===== src/core/pma_regs_pkg.sv =====
package pma_regs_pkg;
	// register indices as printed; byte address is four times the index
	localparam logic [15:0] IDX_QUALITY = 16'h0871;
	localparam logic [15:0] IDX_CONTROL = 16'h1000;
	localparam logic [15:0] IDX_LINK = 16'h1001;
	localparam logic [15:0] IDX_TYPE = 16'h1007;
	localparam logic [15:0] IDX_EXT_ABILITY = 16'h100b;
	localparam int ADDR_W = 16;
	localparam int DATA_W = 32;
	localparam int REG_W = 16;
	localparam int SQ_W = 3;
	// field positions
	localparam int WORST_LSB = 5;
	localparam int CURRENT_LSB = 1;
	localparam int RESET_BIT = 15;
	localparam int LOOPBACK_BIT = 0;
	localparam int LINK_BIT = 2;
	localparam int EXT_BIT = 11;
	// reset and fixed values
	localparam logic [SQ_W-1:0] SQ_RESET = 3'h0;
	localparam logic [5:0] MEDIUM_TYPE_CODE = 6'h3d;
	localparam logic [REG_W-1:0] CONTROL_RESET = 16'h0000;
	localparam logic [REG_W-1:0] EXT_ABILITY_VALUE = 16'h0800;
	localparam logic [DATA_W-1:0] READ_ZERO = 32'h0000_0000;
	localparam logic [1:0] BYTE_SHIFT = 2'h2;
	localparam logic [2:0] DSTATE_RESET = 3'h1;
endpackage


===== src/core/quality_tracker.sv =====
`timescale 1ns/10ps
module quality_tracker
(
	input wire logic pclk,
	input wire logic presetn,
	input wire logic [pma_regs_pkg::SQ_W-1:0] quality_level,
	input wire logic read_strobe,
	output logic [pma_regs_pkg::SQ_W-1:0] current_quality,
	output logic [pma_regs_pkg::SQ_W-1:0] worst_quality
);
	logic [pma_regs_pkg::SQ_W-1:0] next_current_quality;
	logic [pma_regs_pkg::SQ_W-1:0] next_worst_quality;

	// lower level means poorer signal quality
	function automatic logic [pma_regs_pkg::SQ_W-1:0] poorer(
		input logic [pma_regs_pkg::SQ_W-1:0] a,
		input logic [pma_regs_pkg::SQ_W-1:0] b);
		poorer = (a < b) ? a : b;
	endfunction

	always_comb
	begin
		next_current_quality = quality_level;
		if (read_strobe)
			next_worst_quality = quality_level;
		else
			next_worst_quality = poorer(worst_quality, quality_level);
	end

	always_ff @(posedge pclk or negedge presetn)
	begin
		if (!presetn)
		begin
			current_quality <= pma_regs_pkg::SQ_RESET;
			worst_quality <= pma_regs_pkg::SQ_RESET;
		end
		else
		begin
			current_quality <= next_current_quality;
			worst_quality <= next_worst_quality;
		end
	end

	property p_worst_not_above_current;
		@(posedge pclk) disable iff (!presetn)
		!$past(read_strobe) |-> worst_quality <= current_quality;
	endproperty
	a_worst_not_above_current: assert property (p_worst_not_above_current)
		else $error("worst quality above current");

	property p_restart_after_read;
		@(posedge pclk) disable iff (!presetn)
		read_strobe |=> worst_quality == $past(quality_level);
	endproperty
	a_restart_after_read: assert property (p_restart_after_read)
		else $error("worst tracking not restarted after read");

	property p_current_follows;
		@(posedge pclk) disable iff (!presetn)
		1 |=> current_quality == $past(quality_level);
	endproperty
	a_current_follows: assert property (p_current_follows)
		else $error("current quality does not follow input");
endmodule // quality_tracker


===== src/core/pma_quality_status_regs.sv =====
`timescale 1ns/10ps
// Functional notes
// - quality register bits 7:5 give poorest quality seen since last read
// - quality register bits 3:1 give present quality level, reset zero
// - control bit 15 holds medium attachment in reset while one
// - control bit 0 enables medium attachment loopback, reset zero
// - link status bit 2 reflects link monitor, one when up
// - type register bits 5:0 return fixed code 111101b
// - extended ability bit 11 reads one
module pma_quality_status_regs
(
	input wire logic pclk,
	input wire logic presetn,
	input wire logic psel,
	input wire logic penable,
	input wire logic pwrite,
	input wire logic [pma_regs_pkg::ADDR_W+1:0] paddr,
	input wire logic [pma_regs_pkg::DATA_W-1:0] pwdata,
	input wire logic [3:0] pstrb,
	output logic pready,
	output logic pslverr,
	output logic [pma_regs_pkg::DATA_W-1:0] prdata,
	input wire logic [pma_regs_pkg::SQ_W-1:0] quality_level,
	input wire logic link_up,
	output logic medium_attach_reset,
	output logic medium_attach_loopback
);
	typedef enum logic [2:0]
	{
		ST_IDLE = 3'b001,
		ST_ACCESS = 3'b010,
		ST_DONE = 3'b100
	} bus_state_t;

	bus_state_t bus_state;
	bus_state_t next_bus_state;
	logic [pma_regs_pkg::REG_W-1:0] control;
	logic [pma_regs_pkg::REG_W-1:0] next_control;
	logic [pma_regs_pkg::DATA_W-1:0] next_prdata;
	logic next_pslverr;
	logic quality_read;
	logic access;
	logic setup;
	logic hit;
	logic [pma_regs_pkg::REG_W-1:0] read_word;
	logic [pma_regs_pkg::SQ_W-1:0] current_quality;
	logic [pma_regs_pkg::SQ_W-1:0] worst_quality;
	logic [pma_regs_pkg::ADDR_W-1:0] index;

	////////////////////////////////////////////////////////////////////////
	// address decode; byte lanes 0 and 1 carry the 16-bit register

	function automatic logic mapped(input logic [pma_regs_pkg::ADDR_W-1:0] idx);
		mapped = (idx == pma_regs_pkg::IDX_QUALITY) || (idx == pma_regs_pkg::IDX_CONTROL)
			|| (idx == pma_regs_pkg::IDX_LINK) || (idx == pma_regs_pkg::IDX_TYPE)
			|| (idx == pma_regs_pkg::IDX_EXT_ABILITY);
	endfunction

	assign index = paddr[pma_regs_pkg::ADDR_W+1:2];
	// setup cycle of a transfer; never while the access cycle is in progress
	assign setup = psel && !penable && (bus_state != ST_ACCESS);
	assign access = psel && penable && (bus_state == ST_ACCESS);
	assign hit = mapped(index);
	// read side effect fires once, where the read word is latched
	assign quality_read = setup && !pwrite && (index == pma_regs_pkg::IDX_QUALITY);
	assign pready = (bus_state == ST_ACCESS);

	always_comb
	begin
		read_word = pma_regs_pkg::CONTROL_RESET;
		case (index)
			pma_regs_pkg::IDX_QUALITY:
			begin
				read_word[pma_regs_pkg::WORST_LSB +: pma_regs_pkg::SQ_W] = worst_quality;
				read_word[pma_regs_pkg::CURRENT_LSB +: pma_regs_pkg::SQ_W] = current_quality;
			end
			pma_regs_pkg::IDX_CONTROL:
				read_word = control;
			pma_regs_pkg::IDX_LINK:
				read_word[pma_regs_pkg::LINK_BIT] = link_up;
			pma_regs_pkg::IDX_TYPE:
				read_word[$bits(pma_regs_pkg::MEDIUM_TYPE_CODE)-1:0] =
					pma_regs_pkg::MEDIUM_TYPE_CODE;
			pma_regs_pkg::IDX_EXT_ABILITY:
				read_word = pma_regs_pkg::EXT_ABILITY_VALUE;
			default:
				read_word = pma_regs_pkg::CONTROL_RESET;
		endcase
	end

	////////////////////////////////////////////////////////////////////////
	// bus state: one wait-free access cycle, pready combinational

	always_comb
	begin
		next_bus_state = bus_state;
		case (bus_state)
			ST_IDLE:
				if (psel && !penable)
					next_bus_state = ST_ACCESS;
			ST_ACCESS:
				next_bus_state = ST_DONE;
			ST_DONE:
				if (psel && !penable)
					next_bus_state = ST_ACCESS;
				else
					next_bus_state = ST_IDLE;
			default:
				next_bus_state = ST_IDLE;
		endcase
	end

	always_comb
	begin
		next_control = control;
		next_prdata = prdata;
		next_pslverr = pslverr;
		// latched in setup so data comes from flops yet needs no wait state
		if (setup)
		begin
			next_pslverr = !hit;
			if (!pwrite)
				next_prdata = hit
					? {{(pma_regs_pkg::DATA_W - pma_regs_pkg::REG_W){1'b0}}, read_word}
					: pma_regs_pkg::READ_ZERO;
		end
		if (access && pwrite && (index == pma_regs_pkg::IDX_CONTROL))
		begin
			// only writable bits; reserved bits stay zero
			if (pstrb[1])
				next_control[pma_regs_pkg::RESET_BIT] = pwdata[pma_regs_pkg::RESET_BIT];
			if (pstrb[0])
				next_control[pma_regs_pkg::LOOPBACK_BIT] =
					pwdata[pma_regs_pkg::LOOPBACK_BIT];
		end
	end

	always_ff @(posedge pclk or negedge presetn)
	begin
		if (!presetn)
		begin
			bus_state <= ST_IDLE;
			control <= pma_regs_pkg::CONTROL_RESET;
			prdata <= pma_regs_pkg::READ_ZERO;
			pslverr <= 1'b0;
		end
		else
		begin
			bus_state <= next_bus_state;
			control <= next_control;
			prdata <= next_prdata;
			pslverr <= next_pslverr;
		end
	end

	////////////////////////////////////////////////////////////////////////
	// outputs to the medium attachment; registered, never glitch

	assign medium_attach_reset = control[pma_regs_pkg::RESET_BIT];
	assign medium_attach_loopback = control[pma_regs_pkg::LOOPBACK_BIT];

	quality_tracker u_quality_tracker
	(
		.pclk(pclk),
		.presetn(presetn),
		.quality_level(quality_level),
		.read_strobe(quality_read),
		.current_quality(current_quality),
		.worst_quality(worst_quality)
	);

	////////////////////////////////////////////////////////////////////////
	// assertions

	property p_reset_bit_write;
		@(posedge pclk) disable iff (!presetn)
		access && pwrite && index == pma_regs_pkg::IDX_CONTROL && pstrb[1]
			|=> medium_attach_reset == $past(pwdata[pma_regs_pkg::RESET_BIT]);
	endproperty
	a_reset_bit_write: assert property (p_reset_bit_write)
		else $error("reset bit not written");

	property p_loopback_write;
		@(posedge pclk) disable iff (!presetn)
		access && pwrite && index == pma_regs_pkg::IDX_CONTROL && pstrb[0]
			|=> medium_attach_loopback == $past(pwdata[pma_regs_pkg::LOOPBACK_BIT]);
	endproperty
	a_loopback_write: assert property (p_loopback_write)
		else $error("loopback bit not written");

	property p_control_stable;
		@(posedge pclk) disable iff (!presetn)
		!(access && pwrite) |=> $stable(control);
	endproperty
	a_control_stable: assert property (p_control_stable)
		else $error("control changed without write");

	property p_link_read;
		@(posedge pclk) disable iff (!presetn)
		setup && !pwrite && index == pma_regs_pkg::IDX_LINK
			|=> prdata[pma_regs_pkg::LINK_BIT] == $past(link_up);
	endproperty
	a_link_read: assert property (p_link_read)
		else $error("link status read wrong");

	property p_type_read;
		@(posedge pclk) disable iff (!presetn)
		setup && !pwrite && index == pma_regs_pkg::IDX_TYPE
			|=> prdata == 32'h0000_003d;
	endproperty
	a_type_read: assert property (p_type_read)
		else $error("medium type code wrong");

	property p_ext_read;
		@(posedge pclk) disable iff (!presetn)
		setup && !pwrite && index == pma_regs_pkg::IDX_EXT_ABILITY
			|=> prdata == 32'h0000_0800;
	endproperty
	a_ext_read: assert property (p_ext_read)
		else $error("extended ability wrong");

	property p_quality_read;
		@(posedge pclk) disable iff (!presetn)
		quality_read |=> prdata[7:5] == $past(worst_quality)
			&& prdata[3:1] == $past(current_quality);
	endproperty
	a_quality_read: assert property (p_quality_read)
		else $error("quality fields read wrong");

	property p_pready_one_cycle;
		@(posedge pclk) disable iff (!presetn)
		psel && !penable && bus_state != ST_ACCESS |=> pready ##1 !pready;
	endproperty
	a_pready_one_cycle: assert property (p_pready_one_cycle)
		else $error("pready timing wrong");

	property p_pslverr_flag;
		@(posedge pclk) disable iff (!presetn)
		setup |=> pslverr == !$past(hit);
	endproperty
	a_pslverr_flag: assert property (p_pslverr_flag)
		else $error("error flag does not match decode");

	property p_quality_reserved;
		@(posedge pclk) disable iff (!presetn)
		quality_read |=> (prdata & 32'hffff_ff11) == 32'h0000_0000;
	endproperty
	a_quality_reserved: assert property (p_quality_reserved)
		else $error("quality reserved bits not zero");

	property p_link_reserved;
		@(posedge pclk) disable iff (!presetn)
		setup && !pwrite && index == pma_regs_pkg::IDX_LINK
			|=> (prdata & 32'hffff_fffb) == 32'h0000_0000;
	endproperty
	a_link_reserved: assert property (p_link_reserved)
		else $error("link status reserved bits not zero");

	property p_control_read;
		@(posedge pclk) disable iff (!presetn)
		setup && !pwrite && index == pma_regs_pkg::IDX_CONTROL
			|=> (prdata & 32'hffff_7ffe) == 32'h0000_0000
			&& prdata[pma_regs_pkg::RESET_BIT] == $past(medium_attach_reset)
			&& prdata[pma_regs_pkg::LOOPBACK_BIT] == $past(medium_attach_loopback);
	endproperty
	a_control_read: assert property (p_control_read)
		else $error("control read back wrong");

	// a write with lane 1 off must leave the reset bit alone
	property p_reset_hold;
		@(posedge pclk) disable iff (!presetn)
		!(access && pwrite && index == pma_regs_pkg::IDX_CONTROL && pstrb[1])
			|=> $stable(medium_attach_reset);
	endproperty
	a_reset_hold: assert property (p_reset_hold)
		else $error("reset bit changed without lane 1 write");

	property p_loopback_hold;
		@(posedge pclk) disable iff (!presetn)
		!(access && pwrite && index == pma_regs_pkg::IDX_CONTROL && pstrb[0])
			|=> $stable(medium_attach_loopback);
	endproperty
	a_loopback_hold: assert property (p_loopback_hold)
		else $error("loopback bit changed without lane 0 write");

	property p_write_keeps_read_data;
		@(posedge pclk) disable iff (!presetn)
		setup && pwrite |=> $stable(prdata);
	endproperty
	a_write_keeps_read_data: assert property (p_write_keeps_read_data)
		else $error("read data disturbed by write");

	property p_unmapped_read_zero;
		@(posedge pclk) disable iff (!presetn)
		setup && !pwrite && !hit |=> prdata == 32'h0000_0000;
	endproperty
	a_unmapped_read_zero: assert property (p_unmapped_read_zero)
		else $error("unmapped read not zero");

	c_quality_read: cover property (@(posedge pclk) disable iff (!presetn) quality_read);
	c_link_up_read: cover property (@(posedge pclk) disable iff (!presetn)
		setup && !pwrite && index == pma_regs_pkg::IDX_LINK && link_up);
	c_loopback_on: cover property (@(posedge pclk) disable iff (!presetn)
		$rose(medium_attach_loopback));
	c_reset_on: cover property (@(posedge pclk) disable iff (!presetn)
		$rose(medium_attach_reset));
	c_unmapped: cover property (@(posedge pclk) disable iff (!presetn) access && !hit);
endmodule // pma_quality_status_regs


===== config.mk =====
export PLATFORM = sky130hd
export DESIGN_NAME = pma_quality_status_regs
export DESIGN_NICKNAME = d
export VERILOG_FILES = /design/src/core/pma_regs_pkg.sv /design/src/core/quality_tracker.sv /design/src/core/pma_quality_status_regs.sv
export SDC_FILE = /design/constraint.sdc
export NUM_CORES = 1
export LEC_CHECK = 0
export BUFFER_PORTS_ARGS = -buffer_cell sky130_fd_sc_hd__buf_2
export CAP_MARGIN = 20
export CORE_ASPECT_RATIO = 1.2
export CORE_MARGIN = 1.5
export CORE_UTILIZATION = 42
export CTS_BUF_LIST = sky130_fd_sc_hd__clkbuf_4 sky130_fd_sc_hd__clkbuf_8 sky130_fd_sc_hd__clkbuf_16
export DETAILED_ROUTE_END_ITERATION = 16
export GPL_ROUTABILITY_DRIVEN = 0
export PLACE_DENSITY = 0.82
export SYNTH_ARGS = -nofsm -noshare
export SYNTH_HDL_FRONTEND = slang
export SYNTH_SLANG_ARGS = --single-unit

===== constraint.sdc =====
create_clock -name pclk -period 4.4 [get_ports pclk]
set_clock_uncertainty 0.05 [all_clocks]
set_input_delay 0 -clock pclk [delete_from_list [all_inputs] [get_ports pclk]]
set_output_delay 0 -clock pclk [all_outputs]
set_load 0.005 [all_outputs]

==> out/qor.log, run 1 <==
qor: timing.timing.slew.headroom 65.9%
qor: timing.fin_worst_hold_slack 0.0737 ns
qor: clock_tree.clkSinkCount 22
qor: timing.final_report_hold_violation_count 0
qor: grt.number_of_antenna_violations_at_the_first_check_in_global_routing 0
qor: layout.areaGrowthSynthToFinish 24.9%
qor: layout.layout.cell_area.non_filler 1540 sq um
qor: critical_path.critPathRequiredTime 4.55 ns
qor: detailed_routing.totalWireLength 2.48 mm
qor: clock_tree.clk_transition_reported_paths 0.12 ns
qor: detailed_routing.detail_route.iter0.violations 23
qor: timing.worst-slew-pin-transition 0.511 ns
qor: critical_path.worstSetupStartpoint bus_state[2]
qor: grt.grt_remaining_overflow 0
qor: timing.final_max_slew_viol_count 0
qor: pwr.p_seq_share 51.4%
qor: synthesis.syn_area_per_cell 10.9 sq um
qor: place.post_dp_cell_area 1370 sq um
qor: synthesis.yosys_warnings 0
qor: clock_tree.cts_setup_buffers 0
qor: critical_path.start_kind flop
qor: critical_path.r2r-start bus_state[2]
qor: detailed_routing.route.detailed.wl_per_inst 12.3 microns
qor: timing.period_minus_slack 2.38 ns
qor: floorplanning.core 2790 sq um
qor: layout.layout.cells.most_common_list 42 x buf_2, 22 x conb_1, 21 x dfrtp_1
qor: synthesis.synth_sequential_area_ratio 44.9%
qor: detailed_routing.route.detailed.drc 0
qor: floorplanning.die_width 52.4 microns
qor: timing.finalCritPeriodShare 54.1%
qor: layout.antenna-diode-count 0
qor: place.input_output_buffers 42
qor: pwr.p_leak 0.799 nW
qor: synthesis.register_bit_total_from_synthesis 22
qor: detailed_routing.route.vias.total 1008
qor: grt.grt_first_pass_wirelength 4.06 mm
qor: worst_hold_path.worst_hold_path.num_cells 4
qor: timing.grt_setup_unrepaired false
qor: floorplanning.num_rows 21
qor: pwr.power_density 301 nW/um^2
qor: synthesis.post_synth_inst_count 113
qor: worst_hold_path.hold_path_startpoint paddr[14]
qor: status.result_of_the_run finished, final reports clean
qor: synthesis.synth.distinct_cells 39
qor: floorplanning.chipHeight 62.3 microns
qor: grt.grt_usage 16.0%
qor: critical_path.setup.worst_path.class reg2reg
qor: layout.nets_final 234
qor: clock_tree.ctsRootBufferMaster clkbuf_4
qor: detailed_routing.vias_per_cell 4.99
qor: detailed_routing.drt_pre_antenna_iters 4
qor: floorplanning.io_pins 99
qor: clock_tree.clockBufferDepth 2
qor: floorplanning.dieArea 3260 sq um
qor: timing.setup-violations-final 0
qor: run.maxCapViolations 0
qor: grt.first_global_vias 972
qor: critical_path.cp-end-kind flop
qor: synthesis.synth_async_sr_flop_share 100%
qor: critical_path.reg2reg_depth 5
qor: pwr.internal_power 343 uW
qor: floorplanning.start_util 44.2%
qor: layout.post_route_cells_drive_above_1_share 32.7%
qor: layout.fillers 253
qor: synthesis.most_used_flip_flop_cell_after_synthesis dfrtp_1
qor: pwr.worst_ir_drop_vdd 0.273 mV
qor: place.detailedPlacementHpwl 1.84 mm
qor: pwr.power.clock.fraction 23.5%
qor: synthesis.synth-edff-count 0
qor: synthesis.synth_area 1230 sq um
qor: timing.final.setup.tns 0 ns
qor: clock_tree.tritoncts.num_buffers 3
qor: clock_tree.htreeDepth 1
qor: worst_hold_path.worst_hold_path_type in2reg
qor: critical_path.worst-endpoint-arrival 2.52 ns
qor: pwr.p_switching 119 uW
qor: layout.layout.cells.most_common buf_2
qor: grt.grt_start_max_net_pins 23
qor: pwr.power_switching_share 25.7%
qor: detailed_routing.route.antenna.remaining_nets 0
qor: timing.max_clock_freq 420 MHz
qor: pwr.comb_power_share 25.1%
qor: critical_path.worst-path-max-fanout 16
qor: clock_tree.clock_latency 0.30 ns
qor: clock_tree.tritoncts_clock_tree yes
critical path: stages (launching register included):
cell and delay (ns):
dfrtp_1 0.45, nor3b_4 0.30, or3_1 0.49, and3b_1 0.32, a211o_4 0.36, mux2_4 0.30
metrics by stage:
step	utilization [%]	instances	setup WS [ns]	total power, mW
6_report	55.2	202	2.02	0.462
4_1_cts	55.2	202	2.02	0.465
2_1_floorplan	-	134	2.40	0.332
3_5_place_dp	49.2	185	2.05	0.350
5_1_grt	55.2	202	1.88	0.490
3_3_place_gp	49.2	185	2.07	0.343
kinds of logic after synthesis:
group / after synthesis / share of synthesized area (%)
adder cells (fa/ha/maj): 2 / 2.03
multiplexers: 5 / 5.49
AO/OA/AOI/OAI: 21 / 12.9
buffers and inverters: 29 / 16.8
AND/OR/NAND/NOR: 32 / 16.9
flip-flops: 22 / 44.9
other: 1 / 0.305
XOR/XNOR: 1 / 0.712
path summary, 6_finish.rpt:
kind | end | slack [ns]
hold reg to reg | bus_state[1] | 0.43
hold / removal | prdata[2] | 0.07
min in group asynchronous | u_quality_tracker.current_quality[0] | 0.13
setup reg to reg | u_quality_tracker.worst_quality[1] | 2.02
max in group asynchronous | bus_state[0] | 3.82
setup / recovery | u_quality_tracker.worst_quality[1] | 2.02
flip-flops by register name, indices dropped and copies added, names as in the netlist:
register	count
bus_state	3
control	2
prdata	10
pslverr	1
u_quality_tracker.current_quality	3
u_quality_tracker.worst_quality	3
synthesized netlist by cell type (3+ instances only):
library cell / number / area (sq um)
a22o_1: 3 / 26.3
inv_1: 4 / 15.0
a21o_1: 3 / 22.5
mux2_4: 3 / 45.0
buf_4: 22 / 165
dfrtp_1: 21 / 526
nor3_1: 3 / 15.0
nand2_1: 5 / 18.8
o21ai_0: 5 / 25.0
nor2_1: 3 / 11.3
metal layers:
metal | global-route usage, % | routed length [microns] | share of wire, %
met1 | 19.7 | 1030 | 41
met3 | 1.44 | 144 | 5.8
met4 | 4.81 | 8 | 0.32
met2 | 28.6 | 1310 | 53
met5 | 0 | 0 | 0
cell type report:
cell class,count,area [sq um],area share (%)
clock buffers,4,36.3,2.36
flip-flops and latches,22,552,35.9
multi-input cells,83,551,35.8
well taps,34,42.5,2.77
repair buffers,55,340,22.1
inverters,4,15.0,0.977
power by group through the flow:
stage	Sequential, mW	Combinational [mW]	Clock, mW
global route	0.240	0.129	0.120
global placement	0.239	0.104	0
floorplan	0.237	0.0950	0
finish	0.237	0.116	0.108
CTS	0.237	0.117	0.111
detailed placement	0.241	0.109	0
repair_timing:
item | 4_1_cts | 5_1_grt
hold endpoints to repair | 33 | 0
hold buffers | 13 | 0
gates resized for setup | 0 | 0
Note: power is estimated with default switching activity, not from simulation.
==> inputs of run 2 (changes only) <==
--- a/config.mk
+++ b/config.mk
@@ -5,15 +5,16 @@
 export SDC_FILE = /design/constraint.sdc
 export NUM_CORES = 1
 export LEC_CHECK = 0
+export ABC_AREA = 1
 export BUFFER_PORTS_ARGS = -buffer_cell sky130_fd_sc_hd__buf_2
 export CAP_MARGIN = 20
 export CORE_ASPECT_RATIO = 1.2
 export CORE_MARGIN = 1.5
-export CORE_UTILIZATION = 42
+export CORE_UTILIZATION = 37
 export CTS_BUF_LIST = sky130_fd_sc_hd__clkbuf_4 sky130_fd_sc_hd__clkbuf_8 sky130_fd_sc_hd__clkbuf_16
 export DETAILED_ROUTE_END_ITERATION = 16
 export GPL_ROUTABILITY_DRIVEN = 0
-export PLACE_DENSITY = 0.82
+export PLACE_DENSITY = 0.72
 export SYNTH_ARGS = -nofsm -noshare
 export SYNTH_HDL_FRONTEND = slang
 export SYNTH_SLANG_ARGS = --single-unit
==> constraint.sdc (replaced) <==
create_clock -name pclk -period 2 [get_ports pclk]
set_clock_uncertainty 0.05 [all_clocks]
set_input_delay 0 -clock pclk [delete_from_list [all_inputs] [get_ports pclk]]
set_output_delay 0 -clock pclk [all_outputs]
set_load 0.005 [all_outputs]
==> run 2 against run 1 <==
Net effect:
- first-iteration DRC count rose by 13%
- critical path type unchanged
- fmax rose by 31%
- largest cell class is now multi-input gates
- utilization fell by 6.2 points
- highest routed layer unchanged
- design area rose by 18%
- sequential power rose by 120%
- synthesized area rose by 19%
- die area rose by 33%
- via count rose by 16%
==> out/qor.log, run 2 <==
qor: status.result_of_the_run finished, final reports clean
qor: layout.nets_final 303
qor: synthesis.most_used_flip_flop_cell_after_synthesis dfrtp_1
qor: layout.final_util 49.0%
qor: grt.grt_first_pass_wirelength 4.47 mm
qor: critical_path.start_kind flop
qor: critical_path.reg2reg_depth 8
qor: floorplanning.start_util 39.5%
qor: synthesis.register_bit_total_from_synthesis 22
qor: timing.max_clock_freq 551 MHz
qor: timing.period_minus_slack 1.81 ns
qor: detailed_routing.route.vias.total 1169
qor: floorplanning.dieArea 4330 sq um
qor: synthesis.synthTopCellsByArea dfrtp_1 36%, nand2_1 15%, buf_4 11%
qor: pwr.power_density 646 nW/um^2
qor: clock_tree.clk_transition_reported_paths 0.08 ns
qor: critical_path.setup.worst_path.class reg2reg
qor: synthesis.adder_and_majority_gate_portion_of_the_synthesized_area 1.71%
qor: synthesis.synth-edff-count 0
qor: layout.antenna-diode-count 0
qor: floorplanning.core 3690 sq um
qor: synthesis.synth_area 1460 sq um
qor: critical_path.reg2reg_slack 0.19 ns
qor: worst_hold_path.worst_hold_path.endpoint bus_state[1]
qor: place.detailedPlacementHpwl 2.08 mm
qor: timing.final.setup.tns 0 ns
qor: synthesis.synth_compound_gate_area_share 2.14%
qor: synthesis.synth_xor_xnor_area_share 0%
qor: critical_path.r2r-start bus_state[0]
qor: pwr.design_power_total 1.17 mW
qor: critical_path.cp-end-kind flop
qor: clock_tree.htreeDepth 1
qor: timing.finalCritPeriodShare 90.7%
qor: timing.final_report_hold_violation_count 0
qor: synthesis.synth_mux_area_share 0%
qor: timing.final_max_slew_viol_count 0
qor: synthesis.post_synth_inst_count 183
qor: worst_hold_path.worst_hold_path_type in2reg
qor: critical_path.critPathRequiredTime 2.15 ns
qor: grt.number_of_antenna_violations_at_the_first_check_in_global_routing 0
qor: synthesis.synth.distinct_cells 26
qor: synthesis.post_synth_most_frequent_cells 57 x nand2_1, 22 x buf_4, 21 x dfrtp_1, 17 x nor2_1, 13 x inv_1
qor: layout.fillers 379
qor: clock_tree.ctsRootBufferMaster clkbuf_8
qor: detailed_routing.route.antenna.remaining_nets 0
qor: floorplanning.chipHeight 71.8 microns
qor: place.placement.setup.worst_slack 0.604 ns
qor: synthesis.synth_sequential_area_ratio 37.8%
qor: layout.areaGrowthSynthToFinish 23.9%
qor: clock_tree.postCtsHoldBufs 10
qor: clock_tree.cts_setup_buffers 0
qor: floorplanning.num_rows 24
qor: synthesis.syn_area_per_cell 7.98 sq um
qor: layout.max_flop_register prdata
qor: run.maxCapViolations 0
qor: detailed_routing.detail_route.iter0.violations 26
qor: synthesis.netlist.area_leader.share 36.0%
qor: grt.grt_start_max_net_pins 23
qor: layout.layout.cells.most_common nand2_1
qor: detailed_routing.totalWireLength 2.58 mm
qor: timing.grt_setup_unrepaired false
qor: floorplanning.die_width 60.3 microns
qor: synthesis.largest_family_of_logic_cells_by_synthesized_area simple AND/OR/NAND/NOR gates
qor: grt.first_global_vias 1086
qor: pwr.p_leak 1.02 nW
qor: floorplanning.io_pins 99
qor: synthesis.yosysMostFrequentCell nand2_1
qor: pwr.worst_ir_drop_vdd 0.252 mV
qor: timing.fin_worst_hold_slack 0.00458 ns
qor: critical_path.worst-endpoint-arrival 1.96 ns
qor: timing.final_critical_path_setup_slack 0.186 ns
qor: timing.setup-violations-final 0
qor: synthesis.yosys_warnings 0
qor: clock_tree.tritoncts.num_buffers 3
qor: clock_tree.cts.repair.resized 0
qor: detailed_routing.drt_pre_antenna_iters 4
qor: clock_tree.tritoncts_clock_tree yes
qor: synthesis.post_synth_and_or_nand_nor_area_fraction 41.4%
qor: grt.grt_remaining_overflow 0
qor: detailed_routing.route.detailed.wl_per_inst 8.92 microns
qor: layout.layout.cells.most_common_list 57 x nand2_1, 42 x buf_2, 22 x conb_1
qor: layout.largest_register_ffs 10
qor: layout.post_route_cells_drive_above_1_share 32.1%
qor: critical_path.worst-path-max-fanout 4
qor: worst_hold_path.hold_path_startpoint penable
qor: detailed_routing.vias_per_cell 4.04
qor: clock_tree.clockBufferDepth 2
qor: synthesis.synth_async_sr_flop_share 100%
qor: grt.grt_usage 13.2%
qor: critical_path.regToRegEndpoint control[15]
qor: place.input_output_buffers 42
qor: clock_tree.clkSinkCount 22
qor: detailed_routing.route.detailed.drc 0
qor: worst_hold_path.worst_hold_path.num_cells 4
qor: synthesis.synth.largest_area_cell dfrtp_1
qor: clock_tree.clock_latency 0.26 ns
## run 2: changes by cell type after synthesis, sizes merged, moves of 5 or more
cell	previous run	this run
inv	4	18
nand3	2	13
nand2	5	63
mux2	5	0
nor2	3	32
## run 2: logic make-up after synthesis
family | count (synthesis)
buf+inv | 41
compound gates | 5
flops | 22
fa+ha+maj | 2
simple gates | 112
other cells | 1
## run 2: worst max path at each step
stage,start,endpoint,slack (ns),depth (start not counted)
floorplan,bus_state[0],prdata[0],0.71,8
global placement,bus_state[0],u_quality_tracker.worst_quality[1],0.63,9
detailed placement,bus_state[0],u_quality_tracker.worst_quality[1],0.60,9
CTS,bus_state[0],control[15],0.19,8
global route,bus_state[0],control[15],0.05,8
finish,bus_state[0],control[15],0.19,8
## run 2: area by class of cell
type	instances	area (sq um)	area share, %
clock inverter	1	30.0	1.66
tap	52	65.1	3.60
clock buffer	3	41.3	2.28
inverter	18	67.6	3.73
multi-input combinational	141	743	41.1
sequential	22	552	30.5
timing repair buffer	52	310	17.2
## run 2: through the flow
step	cells	instance area [sq um]
floorplan	204	1540
global placement	275	1640
detailed placement	275	1640
CTS	289	1810
global route	289	1810
finish	289	1810
## run 2: report_power, final
part	switching [mW]	internal, mW	total [mW]	leakage, nW
Clock	0.140	0.267	0.407	0.0357
Sequential	0.0256	0.486	0.512	0.289
Combinational	0.149	0.100	0.250	0.698
## run 2: worst max-delay path, cell delays in order, from the launching register on
cell and delay (ns):
dfstp_2 0.38, nor2_2 0.13, nand2_2 0.10, inv_1 0.11, nand4_2 0.14, nor2_4 0.15, nand3_1 0.08, dlygate4sd3_1 0.56
nand2_1 0.06
## run 2: metal layers
metal	part of all wire [%]	track usage, %
met1	46	17.5
met2	48	21.6
met3	4.8	1.62
met4	1.2	5.19
met5	0	0
